`src/hdl/tam_pkg.sv`:
```
// Constants, register map and carrier types for the two-wire target address/data block.
// Assumes a 10 MHz peripheral clock and a classic Wishbone register bus.
package tam_pkg;
	localparam logic [3:0] OFF_CTRL   = 4'h0;
	localparam logic [3:0] OFF_STATUS = 4'h1;
	localparam logic [3:0] OFF_ADDR   = 4'hC;
	localparam logic [3:0] OFF_DATA   = 4'hD;
	localparam logic [3:0] OFF_MASK   = 4'hE;
	localparam logic [7:0] RST_BYTE   = 8'h00;
	localparam int         BYTE_BITS  = 8;
	localparam logic [6:0] GCALL_ADDR = 7'h00;
	localparam int         ST_DATA_FLAG = 7;
	localparam int         ST_ADDR_FLAG = 6;
	localparam int         ST_HOLD      = 5;
	localparam int         ST_RXACK     = 4;
	localparam int         ST_DIR       = 1;
	localparam int         ST_CAUSE     = 0;
	localparam int         CT_ACK_SEL   = 2;
	localparam logic [1:0] CMD_COMPLETE = 2'h2;
	localparam logic [1:0] CMD_RESPONSE = 2'h3;
	typedef struct packed {
		logic start;
		logic stop;
		logic scl_rise;
		logic scl_fall;
		logic sda;
	} tam_line_s;
endpackage

```
`src/hdl/tam_target.sv`:
```
// Two-wire target: address match, status flags, data shift register, Wishbone slave.
// Assumes an external open-drain resolver joins the scl/sda enables with the bus wires.
//
// Design decision made here: the Wishbone interface to the registers.
`timescale 1ns/1ps
module tam_target (
	input  wire logic       clk_i,
	input  wire logic       rst_i,
	input  wire logic       wb_cyc_i,
	input  wire logic       wb_stb_i,
	input  wire logic       wb_we_i,
	input  wire logic [3:0] wb_adr_i,
	input  wire logic [7:0] wb_dat_i,
	input  wire logic       wb_sel_i,
	output logic      [7:0] wb_dat_o,
	output logic            wb_ack_o,
	input  wire logic       scl_i,
	output logic            scl_o,
	output logic            scl_oe_o,
	input  wire logic       sda_i,
	output logic            sda_o,
	output logic            sda_oe_o
);
	typedef enum logic [2:0] {
		TAM_IDLE, TAM_ADDR, TAM_ADDR_ACK, TAM_RX, TAM_TX, TAM_ACK_OUT, TAM_ACK_IN, TAM_HOLD
	} tam_state_e;

	tam_pkg::tam_line_s line;
	tam_state_e         state_reg;
	logic [7:0]         addr_reg;
	logic [7:0]         mask_reg;
	logic [7:0]         shift_reg;
	logic [3:0]         bit_cnt_reg;
	logic               ack_sel_reg;
	logic               data_flag_reg;
	logic               addr_flag_reg;
	logic               cause_reg;
	logic               dir_reg;
	logic               rxack_reg;
	logic               ack_pending_reg;
	logic               sda_low_reg;
	logic               hold_low_reg;
	logic               wb_ack_reg;
	logic [7:0]         rd_data;
	logic               bus_req;
	logic               wr_ctrl;
	logic               wr_status;
	logic               data_access;
	logic               addr_hit;
	logic               holding;
	logic               shifting;
	logic               cmd_valid;
	logic               addr_done;
	logic               data_set;

	tam_line_sync u_sync (
		.clk_i  (clk_i),
		.rst_i  (rst_i),
		.scl_i  (scl_i),
		.sda_i  (sda_i),
		.line_o (line)
	);

	// Compares seven received bits, honouring mask or second address.
	function automatic logic addr_match(input logic [6:0] rx, input logic [7:0] a,
		input logic [7:0] m);
		logic hit;
		hit = 1'b0;
		if (m[0])
			hit = (rx == a[7:1]) || (rx == m[7:1]);
		else
			hit = ((rx ^ a[7:1]) & ~m[7:1]) == 7'h00;
		return hit;
	endfunction

	// A 10-bit first byte is matched like any 7-bit value: software loads 11110aa.
	assign addr_hit = addr_match(shift_reg[7:1], addr_reg, mask_reg) ||
		(addr_reg[0] && shift_reg[7:1] == tam_pkg::GCALL_ADDR && !shift_reg[0]);

	assign holding     = state_reg == TAM_HOLD;
	assign shifting    = state_reg == TAM_RX || state_reg == TAM_TX;
	assign bus_req     = wb_cyc_i & wb_stb_i & ~wb_ack_reg;
	assign data_access = bus_req && wb_adr_i == tam_pkg::OFF_DATA;
	assign wr_ctrl     = bus_req && wb_we_i && wb_sel_i && wb_adr_i == tam_pkg::OFF_CTRL;
	assign wr_status   = bus_req && wb_we_i && wb_sel_i && wb_adr_i == tam_pkg::OFF_STATUS;
	assign cmd_valid   = wr_ctrl && wb_dat_i[1];
	// The address byte is complete on the falling edge that follows its eighth bit.
	assign addr_done   = state_reg == TAM_ADDR && line.scl_fall &&
		bit_cnt_reg == 4'(tam_pkg::BYTE_BITS);
	assign data_set    = (state_reg == TAM_RX && line.scl_fall &&
		bit_cnt_reg == 4'(tam_pkg::BYTE_BITS)) ||
		(state_reg == TAM_ACK_OUT && line.scl_fall && dir_reg) ||
		(state_reg == TAM_ACK_IN && line.scl_fall);

	always_comb begin
		rd_data = tam_pkg::RST_BYTE;
		case (wb_adr_i)
			tam_pkg::OFF_CTRL: rd_data[tam_pkg::CT_ACK_SEL] = ack_sel_reg;
			tam_pkg::OFF_STATUS: begin
				rd_data[tam_pkg::ST_DATA_FLAG] = data_flag_reg;
				rd_data[tam_pkg::ST_ADDR_FLAG] = addr_flag_reg;
				rd_data[tam_pkg::ST_HOLD]      = holding;
				rd_data[tam_pkg::ST_RXACK]     = rxack_reg;
				rd_data[tam_pkg::ST_DIR]       = dir_reg;
				rd_data[tam_pkg::ST_CAUSE]     = cause_reg;
			end
			tam_pkg::OFF_ADDR: rd_data = addr_reg;
			tam_pkg::OFF_DATA: rd_data = shift_reg;
			tam_pkg::OFF_MASK: rd_data = mask_reg;
			default: rd_data = tam_pkg::RST_BYTE;
		endcase
	end

	// Every access, mapped or not, is acknowledged one cycle after it is seen.
	always_ff @(posedge clk_i) begin
		if (rst_i) begin
			wb_ack_reg <= 1'b0;
			wb_dat_o   <= tam_pkg::RST_BYTE;
		end else begin
			wb_ack_reg <= bus_req;
			if (bus_req)
				wb_dat_o <= rd_data;
		end
	end
	assign wb_ack_o = wb_ack_reg;

	always_ff @(posedge clk_i) begin
		if (rst_i) begin
			addr_reg    <= tam_pkg::RST_BYTE;
			mask_reg    <= tam_pkg::RST_BYTE;
			ack_sel_reg <= 1'b0;
		end else if (bus_req && wb_we_i && wb_sel_i) begin
			if (wb_adr_i == tam_pkg::OFF_ADDR)
				addr_reg <= wb_dat_i;
			if (wb_adr_i == tam_pkg::OFF_MASK)
				mask_reg <= wb_dat_i;
			if (wb_adr_i == tam_pkg::OFF_CTRL)
				ack_sel_reg <= wb_dat_i[tam_pkg::CT_ACK_SEL];
		end
	end

	// Direction and cause are hardware-owned; status writes touch only the flags.
	always_ff @(posedge clk_i) begin
		if (rst_i) begin
			dir_reg   <= 1'b0;
			cause_reg <= 1'b0;
		end else if (addr_done && addr_hit) begin
			dir_reg   <= shift_reg[0];
			cause_reg <= 1'b1;
		end else if (line.stop && state_reg != TAM_IDLE) begin
			cause_reg <= 1'b0;
		end
	end

	// Hardware sets win over any clear in the same cycle.
	always_ff @(posedge clk_i) begin
		if (rst_i) begin
			addr_flag_reg <= 1'b0;
			data_flag_reg <= 1'b0;
		end else begin
			if ((addr_done && addr_hit) || (line.stop && state_reg != TAM_IDLE))
				addr_flag_reg <= 1'b1;
			else if ((holding && (data_access || cmd_valid)) ||
				(wr_status && wb_dat_i[tam_pkg::ST_ADDR_FLAG]))
				addr_flag_reg <= 1'b0;
			if (data_set)
				data_flag_reg <= 1'b1;
			else if (data_access || cmd_valid ||
				(wr_status && wb_dat_i[tam_pkg::ST_DATA_FLAG]))
				data_flag_reg <= 1'b0;
		end
	end

	// Link sequencer: shift register, ack timing and clock stretching.
	always_ff @(posedge clk_i) begin
		if (rst_i) begin
			state_reg       <= TAM_IDLE;
			shift_reg       <= tam_pkg::RST_BYTE;
			bit_cnt_reg     <= 4'h0;
			rxack_reg       <= 1'b0;
			ack_pending_reg <= 1'b0;
			sda_low_reg     <= 1'b0;
			hold_low_reg    <= 1'b0;
		end else if (line.start) begin
			state_reg    <= TAM_ADDR;
			bit_cnt_reg  <= 4'h0;
			sda_low_reg  <= 1'b0;
			hold_low_reg <= 1'b0;
		end else if (line.stop) begin
			state_reg    <= TAM_IDLE;
			sda_low_reg  <= 1'b0;
			hold_low_reg <= 1'b0;
		end else begin
			case (state_reg)
				TAM_IDLE: sda_low_reg <= 1'b0;
				TAM_ADDR, TAM_RX: begin
					if (line.scl_rise) begin
						shift_reg   <= {shift_reg[6:0], line.sda};
						bit_cnt_reg <= bit_cnt_reg + 4'h1;
					end
					if (line.scl_fall && bit_cnt_reg == 4'(tam_pkg::BYTE_BITS)) begin
						hold_low_reg <= 1'b1;
						state_reg    <= TAM_HOLD;
						if (state_reg == TAM_ADDR)
							state_reg <= addr_hit ? TAM_HOLD : TAM_IDLE;
						if (state_reg == TAM_ADDR && !addr_hit)
							hold_low_reg <= 1'b0;
						ack_pending_reg <= 1'b1;
					end
				end
				TAM_TX: begin
					if (line.scl_fall) begin
						shift_reg   <= {shift_reg[6:0], 1'b1};
						bit_cnt_reg <= bit_cnt_reg + 4'h1;
						sda_low_reg <= ~shift_reg[6];
						if (bit_cnt_reg == 4'(tam_pkg::BYTE_BITS - 1)) begin
							sda_low_reg <= 1'b0;
							state_reg   <= TAM_ACK_IN;
						end
					end
				end
				TAM_ACK_IN: begin
					if (line.scl_rise)
						rxack_reg <= line.sda;
					if (line.scl_fall) begin
						state_reg    <= line.sda ? TAM_ADDR_ACK : TAM_HOLD;
						hold_low_reg <= ~line.sda;
						ack_pending_reg <= 1'b0;
					end
				end
				TAM_ACK_OUT: begin
					if (line.scl_fall) begin
						sda_low_reg <= 1'b0;
						bit_cnt_reg <= 4'h0;
						if (dir_reg) begin
							state_reg    <= TAM_HOLD;
							hold_low_reg <= 1'b1;
						end else begin
							state_reg <= TAM_RX;
						end
					end
				end
				// After a refused byte the target waits for the frame to close, so a stop
				// still raises the address-or-stop flag.
				TAM_ADDR_ACK: sda_low_reg <= 1'b0;
				TAM_HOLD: begin
					// Writes to the shift register are only honoured here.
					if (bus_req && wb_we_i && wb_sel_i && wb_adr_i == tam_pkg::OFF_DATA)
						shift_reg <= wb_dat_i;
					if (data_access || cmd_valid) begin
						hold_low_reg <= 1'b0;
						bit_cnt_reg  <= 4'h0;
						if (ack_pending_reg) begin
							sda_low_reg     <= ~ack_sel_reg;
							ack_pending_reg <= 1'b0;
							state_reg       <= TAM_ACK_OUT;
						end else if (dir_reg && !(cmd_valid &&
							wb_dat_i[1:0] == tam_pkg::CMD_COMPLETE)) begin
							state_reg   <= TAM_TX;
							sda_low_reg <= bus_req && wb_we_i && wb_adr_i == tam_pkg::OFF_DATA ?
								~wb_dat_i[7] : ~shift_reg[7];
						end else begin
							state_reg <= TAM_IDLE;
						end
					end
				end
				default: state_reg <= TAM_IDLE;
			endcase
		end
	end

	assign scl_o    = 1'b0;
	assign scl_oe_o = hold_low_reg;
	assign sda_o    = 1'b0;
	assign sda_oe_o = sda_low_reg;

	hold_flag_a: assert property (@(posedge clk_i) disable iff (rst_i)
		$rose(holding) |-> (addr_flag_reg || data_flag_reg))
		else $error("hold flag without cause");
	dir_ro_a: assert property (@(posedge clk_i) disable iff (rst_i)
		wr_status |=> dir_reg == $past(dir_reg) || $past(addr_done))
		else $error("direction changed by write");
	stop_flag_a: assert property (@(posedge clk_i) disable iff (rst_i)
		(line.stop && state_reg != TAM_IDLE && !line.start) |=> addr_flag_reg && !cause_reg)
		else $error("stop did not set flag");
	data_clr_a: assert property (@(posedge clk_i) disable iff (rst_i)
		(data_access && !data_set) |=> !data_flag_reg)
		else $error("data flag not cleared");
	shift_block_a: assert property (@(posedge clk_i) disable iff (rst_i)
		(shifting && data_access && wb_we_i && !line.scl_rise && !line.scl_fall &&
		!line.start && !line.stop) |=> shift_reg == $past(shift_reg))
		else $error("write during shift");
	resume_a: assert property (@(posedge clk_i) disable iff (rst_i)
		(holding && data_access && !line.start && !line.stop) |=> !scl_oe_o)
		else $error("hold not released");
	ack_sel_a: assert property (@(posedge clk_i) disable iff (rst_i)
		(holding && ack_pending_reg && data_access && !line.start && !line.stop) |=>
		sda_oe_o == !ack_sel_reg)
		else $error("wrong ack response");
	gcall_off_a: assert property (@(posedge clk_i) disable iff (rst_i)
		(addr_done && shift_reg == 8'h00 && !addr_reg[0] && mask_reg == 8'h00 &&
		addr_reg[7:1] != 7'h00) |=> state_reg == TAM_IDLE && !hold_low_reg)
		else $error("general call matched while off");
endmodule

```
`src/hdl/tam_line_sync.sv`:
```
// Two-flop synchronisers and start/stop/edge detection for the two-wire pins.
// Assumes raw pin levels that are asynchronous to clk_i.
`timescale 1ns/1ps
module tam_line_sync (
	input  wire logic          clk_i,
	input  wire logic          rst_i,
	input  wire logic          scl_i,
	input  wire logic          sda_i,
	output tam_pkg::tam_line_s line_o
);
	logic [1:0] scl_sync_reg;
	logic [1:0] sda_sync_reg;
	logic       scl_last_reg;
	logic       sda_last_reg;

	// The first stage feeds only the second stage.
	always_ff @(posedge clk_i) begin
		if (rst_i) begin
			scl_sync_reg <= 2'h3;
			sda_sync_reg <= 2'h3;
			scl_last_reg <= 1'b1;
			sda_last_reg <= 1'b1;
		end else begin
			scl_sync_reg <= {scl_sync_reg[0], scl_i};
			sda_sync_reg <= {sda_sync_reg[0], sda_i};
			scl_last_reg <= scl_sync_reg[1];
			sda_last_reg <= sda_sync_reg[1];
		end
	end

	always_comb begin
		line_o.sda      = sda_sync_reg[1];
		line_o.scl_rise = scl_sync_reg[1] & ~scl_last_reg;
		line_o.scl_fall = ~scl_sync_reg[1] & scl_last_reg;
		line_o.start    = scl_sync_reg[1] & scl_last_reg & sda_last_reg & ~sda_sync_reg[1];
		line_o.stop     = scl_sync_reg[1] & scl_last_reg & ~sda_last_reg & sda_sync_reg[1];
	end
endmodule

```
`config.mk`:
```
export PLATFORM = sky130hd
export DESIGN_NAME = tam_target
export DESIGN_NICKNAME = d
export VERILOG_FILES = /design/src/hdl/tam_pkg.sv /design/src/hdl/tam_target.sv /design/src/hdl/tam_line_sync.sv
export SDC_FILE = /design/constraint.sdc
export NUM_CORES = 1
export LEC_CHECK = 0
export ABC_AREA = 1
export BUFFER_PORTS_ARGS = -buffer_cell sky130_fd_sc_hd__buf_2
export CAP_MARGIN = 10
export CORE_MARGIN = 3
export CORE_UTILIZATION = 50
export DETAILED_ROUTE_END_ITERATION = 7
export GPL_ROUTABILITY_DRIVEN = 0
export PLACE_DENSITY = 0.73
export SYNTH_ARGS = -nofsm -noshare
export SYNTH_HDL_FRONTEND = slang
export SYNTH_SLANG_ARGS = --single-unit
```
`constraint.sdc`:
```
create_clock -name clk_i -period 3.6 [get_ports clk_i]
set_clock_uncertainty 0.05 [all_clocks]
set_input_delay 0.72 -clock clk_i [delete_from_list [all_inputs] [get_ports clk_i]]
set_output_delay 0.72 -clock clk_i [all_outputs]
set_load 0.01 [all_outputs]
```
# ---- Yosys cells after proc, flatten, opt, wreduce, memory -nomap -nowiden
# Index checks and enable logic that the tools add are counted.
# W data, S select, Z words.
dict set report totals {
  n_memories 0
  regBits 55
  latchBits 0
  ramBits 0
  word_cells 196
  output_inout_bits 13
  rom_bits 0
  in_bits 20
}
dict set report classes {
  n_bitwise 23
  add_sub_neg 1
  multipliers 0
  shifts 0
  div_mod_pow 0
  magnitude_cmp 0
  n_reduce_logical 67
  muxes 52
  eq_ne 32
}
# cell count
set ops {}
lappend ops {{$mux W3} 12}
lappend ops {{$pmux W4 S4} 2}
lappend ops {{$logic_and A1 B1 Y1} 26}
lappend ops {{$mux W8} 3}
lappend ops {{$pmux W8 S3} 1}
lappend ops {{$reduce_and A6 Y1} 4}
lappend ops {{$mux W1} 23}
lappend ops {{$eq A4 B4 Y1 const B} 4}
lappend ops {{$mux W4} 4}
lappend ops {{$ne A4 B4 Y1 const B} 4}
lappend ops {{$pmux W3 S5} 1}
lappend ops {{$eq A7 B7 Y1} 2}
lappend ops {{$logic_not A7 Y1} 2}
lappend ops {{$reduce_and A7 Y1} 2}
lappend ops {{$eq A3 B3 Y1 const B} 4}
lappend ops {{$ne A2 B2 Y1 const B} 6}
lappend ops {{$pmux W1 S4} 3}
lappend ops {{$reduce_bool A4 Y1} 3}
lappend ops {{$not A1 Y1} 11}
lappend ops {{$and A1 B1 Y1} 9}
lappend ops {{$reduce_bool A3 Y1} 3}
lappend ops {{$logic_or A1 B1 Y1} 8}
lappend ops {{$ne A4 B3 Y1 const B} 2}
lappend ops {{$pmux W2 S4} 1}
lappend ops {{other kinds (23)} 35}

# ---- Longest topological paths before layout
# Gate-level depths: netlist of run 1.
dict set report logic_depth {
  depth_word 15
  ltp_mapped 13
  ltp_nobuf 13
}

# ---- Cells and area by module
# Synthesis of run 1 repeated with hierarchy kept, for this count alone.
dict set report unflattened {
  hier_cells 482
  area_unflattened_um2 3194.3
}
# mod area_per_inst_um2 cells_per_inst seq_area_each_um2 n_inst
set modules_own_cells {}
lappend modules_own_cells {tam_target 2989.1 457 980.9 1}
lappend modules_own_cells {tam_line_sync 205.2 25 120.1 1}

# ---- Worst setup path after synthesis of run 1
# OpenSTA, ideal clock, no wires.
dict set report synth_path {
  kind {in2reg}
  from {input wb_adr_i[2]}
  to {register mask_reg[3]}
  setup_time_ns 0.119
  setup_slack_ns 1.727
  arrival_time_ns 1.704
  path_buffers 1
  path_stages 8
  required_time_ns 3.431
  cell_sequence {nand2_1 -> inv_1 -> nand3_1 -> nor2_1 -> inv_1 -> buf_2 -> o21ai_0 -> a21oi_1}
}
dict set report synth_via {
  elab_chain_cells 2
}
# item line
set synth_lines {}
lappend synth_lines {{start: declaration} tam_target.sv:12} ;# input wire logic [3:0] wb_adr_i,
lappend synth_lines {{$eq A4 B4 Y1} tam_target.sv:135} ;# if (wb_adr_i == tam_pkg::OFF_MASK)
lappend synth_lines {{$reduce_and A2 Y1 (no source line)} n/a}
lappend synth_lines {{end signal: assignment} tam_target.sv:130} ;# mask_reg <= tam_pkg::RST_BYTE;
lappend synth_lines {{end signal: assignment} tam_target.sv:136} ;# mask_reg <= wb_dat_i;
lappend synth_lines {{end: declaration} tam_target.sv:31} ;# logic [7:0] mask_reg;
# Every way passes these cells.
# A chain may end at the register's enable or synchronous reset.

# ---- Worst setup path after layout of run 1
dict set report layout_path {
  from {register state_reg[2]}
  to {register shift_reg[3]}
}
dict set report layout_via {
  elab_chain_cells 4
}
# item line
set layout_lines {}
lappend layout_lines {{start: declaration} tam_target.sv:29} ;# tam_state_e state_reg;
lappend layout_lines {{start signal: assignment} tam_target.sv:205} ;# state_reg <= addr_hit ? TAM_HOLD : TAM_IDLE;
lappend layout_lines {{start signal: assignment} tam_target.sv:226} ;# state_reg <= line.sda ? TAM_ADDR_ACK : TAM_HOLD;
lappend layout_lines {{$eq A3 B2 Y1 / $eq A3 B1 Y1 (equally long branches)} tam_target.sv:194} ;# case (state_reg)
lappend layout_lines {{$reduce_or A2 Y1} tam_target.sv:194}
lappend layout_lines {{$ne A2 B2 Y1 (no source line) / $reduce_bool A3 Y1 (equally long branches)} n/a}
lappend layout_lines {{$reduce_and A6 Y1 (no source line)} n/a}
lappend layout_lines {{end signal: assignment} tam_target.sv:178} ;# shift_reg <= tam_pkg::RST_BYTE;
lappend layout_lines {{end signal: assignment} tam_target.sv:198} ;# shift_reg <= {shift_reg[6:0], line.sda};
lappend layout_lines {{end signal: assignment} tam_target.sv:213} ;# shift_reg <= {shift_reg[6:0], 1'b1};
lappend layout_lines {{end: declaration} tam_target.sv:32} ;# logic [7:0] shift_reg;
# Parallel ways exist; a longest one is shown, timed or not.

==> impl_metrics.env, run 1 <==
export IMPL_run_status="completed"
export IMPL_p_clk_share_pct=26.1
export IMPL_post_cts_buffers=0
export IMPL_p_total_mw=1.88
export IMPL_wl_per_cell_um=14.2
export IMPL_antenna_left=0
export IMPL_worstSetupStartpointType="register"
export IMPL_path_cells="nand2_4 -> nor2_4 -> inv_2 -> nand2_2 -> inv_2 -> a211oi_2 -> nand3_2 -> o21ai_0 -> a21oi_1"
export IMPL_yosysTopAreaCellShare_pct=35.9
export IMPL_drc=0
export IMPL_max_freq_ghz=0.433
export IMPL_synth_cell_type_count=40
export IMPL_clkLatencyLatePin_ns=0.32
export IMPL_arrival_ns=2.47
export IMPL_die_area_mm2=0.00710
export IMPL_wl_um=8050
export IMPL_final_layout_size_suffix_gt1_share_pct=13.7
export IMPL_first_iter_violations=359
export IMPL_grt_antenna_before_repair=0
export IMPL_critical_path_max_stage_delay_ns=0.57
export IMPL_multi_input_area_mm2=0.00164
export IMPL_design_core_area_mm2=0.00571
export IMPL_regArea_mm2=0.00110
export IMPL_ys_seq_elements=55
export IMPL_numCtsBuffers=5
export IMPL_cts_root_buf="clkbuf_8"
export IMPL_place_hpwl_um=6130
export IMPL_ir_worst_vdd_v=0.000272
export IMPL_grt_pass1_wl_um=13300
export IMPL_dp_cells=559
export IMPL_cp_end_kind="register"
export IMPL_die_w_um=84.3
export IMPL_fillCellCount=569
export IMPL_hold_violations=0
export IMPL_synthToLayoutAreaGrowth_pct=10.2
export IMPL_p_seq_share_pct=39.5
export IMPL_std_cell_rows=27
export IMPL_dr_pass1_iters=5
export IMPL_syn_area_mm2=0.00306
export IMPL_power_density_mw_per_mm2=557
export IMPL_diodes=0
export IMPL_syn_inst=469
export IMPL_setup_viol=0
export IMPL_syn_mean_instance_area_um2=6.53
export IMPL_crit_fanout=21
export IMPL_io_pins=33
export IMPL_grt_pass1_vias=2826
export IMPL_vias_per_cell=5.55
export IMPL_crit_type="register to register"
export IMPL_cp_common_cell="inv_2"
export IMPL_leakagePower_nw=1.52
export IMPL_hold_ws_ns=0.364
export IMPL_fin_crit_ns=2.31
export IMPL_pre_cts_ws_ns=1.33
export IMPL_combPwrFrac_pct=34.4
export IMPL_synth_seq_area_share_pct=35.9
export IMPL_overflow=0
export IMPL_worstHoldPathType="register to register"
export IMPL_grt_setup_unrepaired="no"
export IMPL_postPlaceCellArea_mm2=0.00324
export IMPL_nNetsFinal=516
export IMPL_swShare_pct=37.7
export IMPL_clock_sinks=55
export IMPL_grt_usage_pct=22.8
export IMPL_yosys_area_top_type="dfxtp_1"
export IMPL_ys_warn_count=0
export IMPL_setup_ws_ns=1.29
export IMPL_die_y_um=84.3
export IMPL_fin_cells=567
export IMPL_fin_area_mm2=0.00338
export IMPL_cts_max_level=2
export IMPL_clk_pin_slew_ns=0.10
export IMPL_p_sw_mw=0.709
export IMPL_cap_violations=0
export IMPL_power_internal_mw=1.17
export IMPL_cp_slowest_cell="dfxtp_1"
export IMPL_num_vias=3147
export IMPL_clk_path_buf_depth=2
export IMPL_grt_max_degree=27
export IMPL_ys_top_cells_by_area="dfxtp_1, nand2_1, a21oi_1"
export IMPL_tns_ns=0
export IMPL_cts_resized_gates=0
export IMPL_fin_util_pct=59.1
export IMPL_cts_tree="done"
export IMPL_crit_required_ns=3.76
export IMPL_start_util_pct=53.7
export IMPL_fin_crit_sh_pct=64.2
export IMPL_ctsHoldBuffers=0
export IMPL_final_max_slew_viol_count=0
export IMPL_numPortBuffers=30
==> final cells by class <==
cell class | instances | share of cell area (%)
multi-input combinational | 334 | 48.6
clock buffer | 5 | 2.04
inverter | 67 | 7.45
sequential | 55 | 32.6
clock inverter | 3 | 2.00
tap | 72 | 2.67
timing repair buffer | 31 | 4.67
==> logic make-up after synthesis <==
kind of cell	after synthesis	share of synthesized area, %
buffers and inverters	81	10.7
adder cells (fa/ha/maj)	2	0.817
other	1	0.122
AND/OR/NAND/NOR	205	29.8
AO/OA/AOI/OAI	123	22.0
flip-flops	55	35.9
XOR/XNOR	2	0.572
==> worst max-delay path: cells and delay by family (launching register included) <==
| family | cells | cell delay (ns) |
|---|---|---|
| AO/OA/AOI/OAI | 3 | 0.53 |
| buffers and inverters | 2 | 0.15 |
| flip-flops | 1 | 0.57 |
| AND/OR/NAND/NOR | 4 | 0.90 |
==> Yosys cell counts <==
master,instances
inv_2,7
o22ai_1,8
nand3_2,2
ha_1,2
nand2_4,1
a221oi_1,3
dfxtp_1,55
o211ai_1,2
inv_1,60
nand4_1,5
nor2_4,2
buf_6,1
nor3_2,2
a31oi_1,2
o21ai_1,3
a21oi_2,1
nor3_1,5
o21ai_2,1
buf_4,3
nor2_1,41
a22oi_1,1
nand3b_1,3
nand2_1,113
nand3_4,1
conb_1,1
o21ai_0,46
a211oi_1,4
xnor2_1,1
or2_2,4
buf_2,3
nor2_2,4
nand3_1,17
clkbuf_1,7
nor4_1,1
o2111ai_1,1
a211oi_2,1
and2_1,1
nand2_2,3
a21oi_1,50
xor2_1,1
==> layer usage <==
metal	share of wire (%)	track usage [%]	vias to the layer above
met5	0	0	-
li1	-	-	1578
met2	45	36.0	143
met4	2.5	6.73	0
met3	8.7	4.22	21
met1	44	31.8	1405
==> layout by cell type, fill, tap and decap left out, drive strengths merged, types with 4 or more instances in the layout <==
cell / instances
a211oi: 5
a21oi: 51
buf: 31
clkbuf: 5
dfxtp: 55
inv: 67
nand2: 117
nand3: 20
nand4: 5
nor2: 47
nor3: 7
o21ai: 50
o22ai: 8
or2: 4
==> power groups by stage <==
| stage | Clock (mW) | Combinational, mW | Sequential, mW |
|---|---|---|---|
| finish | 0.492 | 0.647 | 0.744 |
| global route | 0.524 | 0.738 | 0.755 |
| CTS | 0.497 | 0.638 | 0.742 |
| detailed placement | 0 | 0.634 | 0.756 |
| global placement | 0 | 0.626 | 0.755 |
| floorplan | 0 | 0.512 | 0.738 |
==> path summary, 6_finish.rpt <==
check | end | from | cells after the start | slack (ns)
worst max-delay path | shift_reg[3]$_SDFFE_PP0P_ | state_reg[2]$_SDFFE_PP0P_ | 9 | 1.29
worst min-delay path | u_sync.scl_sync_reg[1]$_SDFF_PP1_ | u_sync.scl_sync_reg[0]$_SDFF_PP1_ | 1 | 0.36
worst max register to register | shift_reg[3]$_SDFFE_PP0P_ | state_reg[2]$_SDFFE_PP0P_ | 9 | 1.29
worst min register to register | u_sync.scl_sync_reg[1]$_SDFF_PP1_ | u_sync.scl_sync_reg[0]$_SDFF_PP1_ | 1 | 0.36
(Power assumes the default switching activity.)
==> run 2, diff against run 1 <==
--- a/config.mk
+++ b/config.mk
@@ -5,14 +5,14 @@
 export SDC_FILE = /design/constraint.sdc
 export NUM_CORES = 1
 export LEC_CHECK = 0
-export ABC_AREA = 1
+export ABC_AREA = 0
 export BUFFER_PORTS_ARGS = -buffer_cell sky130_fd_sc_hd__buf_2
 export CAP_MARGIN = 10
 export CORE_MARGIN = 3
 export CORE_UTILIZATION = 50
 export DETAILED_ROUTE_END_ITERATION = 7
 export GPL_ROUTABILITY_DRIVEN = 0
-export PLACE_DENSITY = 0.73
+export PLACE_DENSITY = 0.75
 export SYNTH_ARGS = -nofsm -noshare
 export SYNTH_HDL_FRONTEND = slang
 export SYNTH_SLANG_ARGS = --single-unit
==> constraint.sdc (replaced) <==
create_clock -name clk_i -period 2.1 [get_ports clk_i]
set_clock_uncertainty 0.05 [all_clocks]
set_input_delay 0.42 -clock clk_i [delete_from_list [all_inputs] [get_ports clk_i]]
set_output_delay 0.42 -clock clk_i [all_outputs]
set_load 0.01 [all_outputs]
==> impl_metrics.env, run 2 <==
export IMPL_grt_pass1_wl_um=14200
export IMPL_syn_area_mm2=0.00316
export IMPL_max_freq_ghz=0.512
export IMPL_clk_path_buf_depth=2
export IMPL_grt_pass1_vias=2825
export IMPL_tightest_slew_ns=0.540
export IMPL_critPathTopFamily="compound AO/OA/AOI/OAI gates"
export IMPL_post_cts_buffers=0
export IMPL_wl_per_cell_um=16.4
export IMPL_layout_common_cells="nand2_1, dfxtp_1, nor2_1, a21oi_1, buf_2"
export IMPL_ys_seq_elements=55
export IMPL_fin_crit_sh_pct=93.0
export IMPL_async_reset_ff_share_pct=0
export IMPL_first_iter_violations=358
export IMPL_hold_violations=0
export IMPL_drc=0
export IMPL_clkLatencyLatePin_ns=0.32
export IMPL_synthToLayoutAreaGrowth_pct=14.1
export IMPL_syn_mean_instance_area_um2=7.90
export IMPL_synthFlopType="dfxtp_1"
export IMPL_multi_input_area_mm2=0.00188
export IMPL_synth_most_common_cell="nand2_1"
export IMPL_fillCellCount=545
export IMPL_leakagePower_nw=1.33
export IMPL_yosys_area_top_type="dfxtp_1"
export IMPL_synth_edff_count=0
export IMPL_synth_seq_area_share_pct=34.8
export IMPL_ctsHoldBuffers=0
export IMPL_place_hpwl_um=6330
export IMPL_die_w_um=85.5
export IMPL_design_core_area_mm2=0.00603
export IMPL_synth_cell_type_count=60
export IMPL_cap_violations=0
export IMPL_numPortBuffers=30
export IMPL_grt_max_degree=43
export IMPL_io_pins=33
export IMPL_fin_util_pct=59.9
export IMPL_clk_pin_slew_ns=0.10
export IMPL_antenna_left=0
export IMPL_worstHoldPathType="input pin to register"
export IMPL_vias_per_cell=6.04
export IMPL_die_y_um=85.5
export IMPL_critical_path_max_stage_delay_ns=0.54
export IMPL_num_vias=3099
export IMPL_dp_cells=505
export IMPL_postPlaceCellArea_mm2=0.00349
export IMPL_grt_setup_unrepaired="no"
export IMPL_fin_crit_ns=1.95
export IMPL_numCtsBuffers=5
export IMPL_dr_pass1_iters=5
export IMPL_path_cells="inv_1 -> and3_4 -> a211oi_1 -> nor2_1 -> a21bo_2 -> a21oi_1"
export IMPL_start_util_pct=52.5
export IMPL_setup_viol=0
export IMPL_wl_um=8430
export IMPL_final_layout_size_suffix_gt1_share_pct=19.9
export IMPL_syn_inst=400
export IMPL_arrival_ns=2.16
export IMPL_grt_antenna_before_repair=0
export IMPL_ff2ff_setup_slack_ns=0.15
export IMPL_relSlewSlack_pct=64.0
export IMPL_fin_cells=513
export IMPL_tns_ns=0
export IMPL_std_cell_rows=28
export IMPL_regArea_mm2=0.00110
export IMPL_clock_sinks=55
export IMPL_diodes=0
export IMPL_cts_resized_gates=0
export IMPL_yosysTopAreaCellShare_pct=34.8
export IMPL_run_status="completed"
export IMPL_cts_root_buf="clkbuf_8"
export IMPL_p_total_mw=2.16
export IMPL_nNetsFinal=459
export IMPL_critical_path_buf_inv_count=1
export IMPL_cts_tree="done"
export IMPL_worstSetupStartpointType="register"
export IMPL_ys_top_cells_by_area="dfxtp_1, nand2_1, a21oi_1"
export IMPL_final_max_slew_viol_count=0
export IMPL_cp_end_kind="register"
export IMPL_synth_commonest_cells="nand2_1, dfxtp_1, nor2_1"
export IMPL_overflow=0
export IMPL_crit_type="register to register"
export IMPL_power_density_mw_per_mm2=600
export IMPL_cp_slowest_cell="dfxtp_1"
export IMPL_final_common_cell="nand2_1"
export IMPL_cts_max_level=2
export IMPL_fin_area_mm2=0.00361
export IMPL_grt_usage_pct=24.0
export IMPL_ys_warn_count=0
export IMPL_die_area_mm2=0.00731
export IMPL_crit_required_ns=2.30
export IMPL_ir_worst_vdd_v=0.000431
export IMPL_crit_fanout=8
## run 2: cell count changes after synthesis, sizes merged, moves of 7 or more
cell and change:
a21oi -18, a22oi +12, a311oi +7, clkbuf +12, inv -60, mux2i +8
nand2 -53, nor2 -13, o21ai -36, xnor2 +11
## run 2: through the flow
| stage | hold slack (ns) | setup WS (ns) |
|---|---|---|
| floorplan | 0.339 | 0.255 |
| global placement | 0.343 | 0.0864 |
| detailed placement | 0.347 | 0.0142 |
| CTS | 0.225 | 0.194 |
| global route | 0.216 | 0.0414 |
| finish | 0.228 | 0.147 |
## run 2: final cells by class
cell class / count / area share [%]
well taps: 75 / 2.60
inverters: 7 / 0.728
flip-flops and latches: 55 / 30.5
clock inverters: 2 / 1.08
clock buffers: 6 / 2.29
repair buffers: 59 / 10.5
multi-input cells: 309 / 52.2
## run 2: cell families (layout without fill, tap and decap cells)
logic type / count (synthesis) / in the layout / share of synthesized area [%]
simple gates: 170 / 170 / 27.2
buf+inv: 37 / 74 / 5.66
flops: 55 / 55 / 34.8
mux: 9 / 9 / 2.89
compound gates: 110 / 110 / 24.1
xor+xnor: 16 / 16 / 4.43
fa+ha+maj: 2 / 2 / 0.792
other cells: 1 / 2 / 0.119
## run 2: final timing paths
kind	cells past startpoint	from	endpoint
setup / recovery	6	state_reg[1]$_SDFFE_PP0P_	bit_cnt_reg[3]$_SDFFE_PP0P_
hold / removal	2	scl_i	u_sync.scl_sync_reg[0]$_SDFF_PP1_
setup reg to reg	6	state_reg[1]$_SDFFE_PP0P_	bit_cnt_reg[3]$_SDFFE_PP0P_
hold reg to reg	1	u_sync.scl_sync_reg[0]$_SDFF_PP1_	u_sync.scl_sync_reg[1]$_SDFF_PP1_
## run 2: layer usage
metal | vias to the layer above | share of wire (%) | track usage, % | routed length (µm)
met3 | 21 | 8.0 | 5.86 | 676
met2 | 148 | 44 | 36.5 | 3750
met4 | 0 | 2.7 | 8.78 | 227
met5 | - | 0 | 0 | 0
li1 | 1501 | - | - | -
met1 | 1429 | 45 | 32.9 | 3780
## run 2: where the power goes
group          total, mW  internal, mW  switching (mW)
Sequential          1.09          1.07          0.0203
Combinational      0.312         0.129           0.184
Clock              0.767         0.393           0.374
Total               2.16          1.59           0.578
==> run 3, diff against run 2 <==
--- a/config.mk
+++ b/config.mk
@@ -15,4 +15,5 @@
 export PLACE_DENSITY = 0.75
 export SYNTH_ARGS = -nofsm -noshare
 export SYNTH_HDL_FRONTEND = slang
+export SYNTH_HIERARCHICAL = 1
 export SYNTH_SLANG_ARGS = --single-unit
==> impl_metrics.env, run 3 <==
export IMPL_run_status="completed"
export IMPL_crit_fanout=15
export IMPL_crit_required_ns=2.28
export IMPL_die_w_um=84.0
export IMPL_synth_compound_area_share_pct=20.4
export IMPL_synthToLayoutAreaGrowth_pct=14.2
export IMPL_p_sw_mw=0.494
export IMPL_io_pins=33
export IMPL_p_clk_share_pct=34.3
export IMPL_diodes=0
export IMPL_die_y_um=84.0
export IMPL_leakagePower_nw=1.29
export IMPL_design_core_area_mm2=0.00571
export IMPL_relSlewSlack_pct=61.5
export IMPL_wl_um=8010
export IMPL_grt_usage_pct=23.0
export IMPL_antenna_left=0
export IMPL_cap_violations=0
export IMPL_synth_edff_count=0
export IMPL_first_iter_violations=313
export IMPL_setup_viol=0
export IMPL_layout_common_cells="dfxtp_1, nand2_1, nor2_1, buf_2, buf_4"
export IMPL_synth_adder_area_share_pct=0.823
export IMPL_grt_max_degree=27
export IMPL_crit_type="register to register"
export IMPL_clock_sinks=55
export IMPL_wl_per_cell_um=16.7
export IMPL_tns_ns=0
export IMPL_synthFlopType="dfxtp_1"
export IMPL_die_area_mm2=0.00705
export IMPL_synthXorXnorAreaFrac_pct=4.03
export IMPL_grt_antenna_before_repair=0
export IMPL_power_internal_mw=1.36
export IMPL_grt_pass1_vias=2627
export IMPL_final_layout_size_suffix_gt1_share_pct=20.3
export IMPL_nNetsFinal=430
export IMPL_synthMuxAreaShare_pct=7.65
export IMPL_combPwrFrac_pct=8.2
export IMPL_syn_area_mm2=0.00304
export IMPL_pre_cts_ws_ns=0.0449
export IMPL_clk_path_buf_depth=2
export IMPL_clkLatencyLatePin_ns=0.32
export IMPL_cts_max_level=2
export IMPL_yosys_area_top_type="dfxtp_1"
export IMPL_swShare_pct=26.6
export IMPL_synth_seq_area_share_pct=36.2
export IMPL_cts_root_buf="clkbuf_8"
export IMPL_ys_seq_elements=55
export IMPL_final_max_slew_viol_count=0
export IMPL_overflow=0
export IMPL_synth_commonest_cells="dfxtp_1, nand2_1, nor2_1"
export IMPL_post_cts_buffers=0
export IMPL_std_cell_rows=27
export IMPL_arrival_ns=2.13
export IMPL_hold_ws_ns=0.233
export IMPL_grt_setup_unrepaired="no"
export IMPL_clk_pin_slew_ns=0.11
export IMPL_syn_inst=369
export IMPL_num_vias=2905
export IMPL_fin_crit_sh_pct=92.7
export IMPL_place_hpwl_um=5960
export IMPL_numPortBuffers=30
export IMPL_synth_most_common_cell="dfxtp_1"
export IMPL_synth_cell_type_count=62
export IMPL_synth_top_family_by_area="simple AND/OR/NAND/NOR gates"
export IMPL_yosysTopAreaCellShare_pct=36.2
export IMPL_ys_warn_count=6
export IMPL_drc=0
export IMPL_grt_pass1_wl_um=13400
export IMPL_ctsHoldBuffers=0
export IMPL_fin_crit_ns=1.95
export IMPL_max_freq_ghz=0.513
export IMPL_vias_per_cell=6.04
export IMPL_cts_resized_gates=0
export IMPL_p_seq_share_pct=57.4
export IMPL_ys_top_cells_by_area="dfxtp_1, mux2i_1, nand2_1"
export IMPL_yosys_area_share_simple_pct=25.8
export IMPL_start_util_pct=53.3
export IMPL_hold_violations=0
export IMPL_fillCellCount=529
export IMPL_final_common_cell="dfxtp_1"
export IMPL_worstSetupStartpointType="register"
export IMPL_async_reset_ff_share_pct=0
export IMPL_setup_ws_ns=0.152
export IMPL_cp_end_kind="register"
export IMPL_worstHoldPathType="input pin to register"
export IMPL_ir_worst_vdd_v=0.000336
export IMPL_power_density_mw_per_mm2=535
export IMPL_numCtsBuffers=5
export IMPL_tightest_slew_ns=0.573
export IMPL_syn_mean_instance_area_um2=8.24
export IMPL_dr_pass1_iters=5
export IMPL_cts_tree="done"
[run 3: logic make-up (layout without fill, tap and decap cells)]
kind of cell | after synthesis | count (layout)
AOI/OAI and AO/OA | 86 | 86
DFF | 55 | 55
buffers and inverters | 31 | 70
xor gates and xnor gates | 14 | 14
other | 1 | 2
adders and majority gates | 2 | 2
and+or+nand+nor | 157 | 157
muxes | 23 | 23
[run 3: final cells by class]
type / count / area [µm²] / share of cell area (%)
Multi-Input combinational cell: 284 / 1800 / 51.8
Sequential cell: 55 / 1100 / 31.7
Timing Repair Buffer: 58 / 373 / 10.7
Tap cell: 72 / 90.1 / 2.59
Clock buffer: 5 / 68.8 / 1.98
Clock inverter: 3 / 26.3 / 0.756
Inverter: 4 / 15.0 / 0.432
[run 3: worst max-delay path, cell delays in order, from the launching register on]
cell,delay [ns]
dfxtp_1,0.52
nor2b_1,0.23
nand2_1,0.12
a2111oi_4,0.44
buf_12,0.19
nor2_1,0.05
a311oi_1,0.27
[run 3: stage by stage]
step,area [µm²],util [%],instances,total power [mW]
floorplan,3040,-,370,1.17
global placement,3370,59.0,473,1.24
detailed placement,3370,59.0,473,1.24
CTS,3460,60.7,481,1.86
global route,3470,60.8,481,1.92
finish,3470,60.8,481,1.86
[run 3: power by group through the flow]
stage	Sequential, mW	Combinational [mW]	Clock [mW]
after floorplan	1.09	0.0887	0
after global placement	1.09	0.149	0
after detailed placement	1.09	0.150	0
after CTS	1.07	0.151	0.646
after global routing	1.07	0.168	0.686
final	1.07	0.153	0.638
[run 3: worst paths after layout]
| path | from | to | slack (ns) | depth (start not counted) |
|---|---|---|---|---|
| worst min-delay path | scl_i | u_sync/scl_sync_reg[0]$_SDFF_PP1_ | 0.23 | 2 |
| worst max register to register | state_reg[2]$_SDFFE_PP0P_ | shift_reg[3]$_SDFFE_PP0P_ | 0.15 | 6 |
| worst max-delay path | state_reg[2]$_SDFFE_PP0P_ | shift_reg[3]$_SDFFE_PP0P_ | 0.15 | 6 |
| worst min register to register | u_sync/sda_sync_reg[0]$_SDFF_PP1_ | u_sync/sda_sync_reg[1]$_SDFF_PP1_ | 0.36 | 1 |
[run 3: metal layers]
metal / track usage (%) / part of all wire, % / routed length [µm]
met5: 0 / 0 / 0
met4: 5.12 / 1.2 / 100
met3: 3.36 / 6.6 / 528
met1: 31.7 / 45 / 3580
met2: 38.0 / 47 / 3800
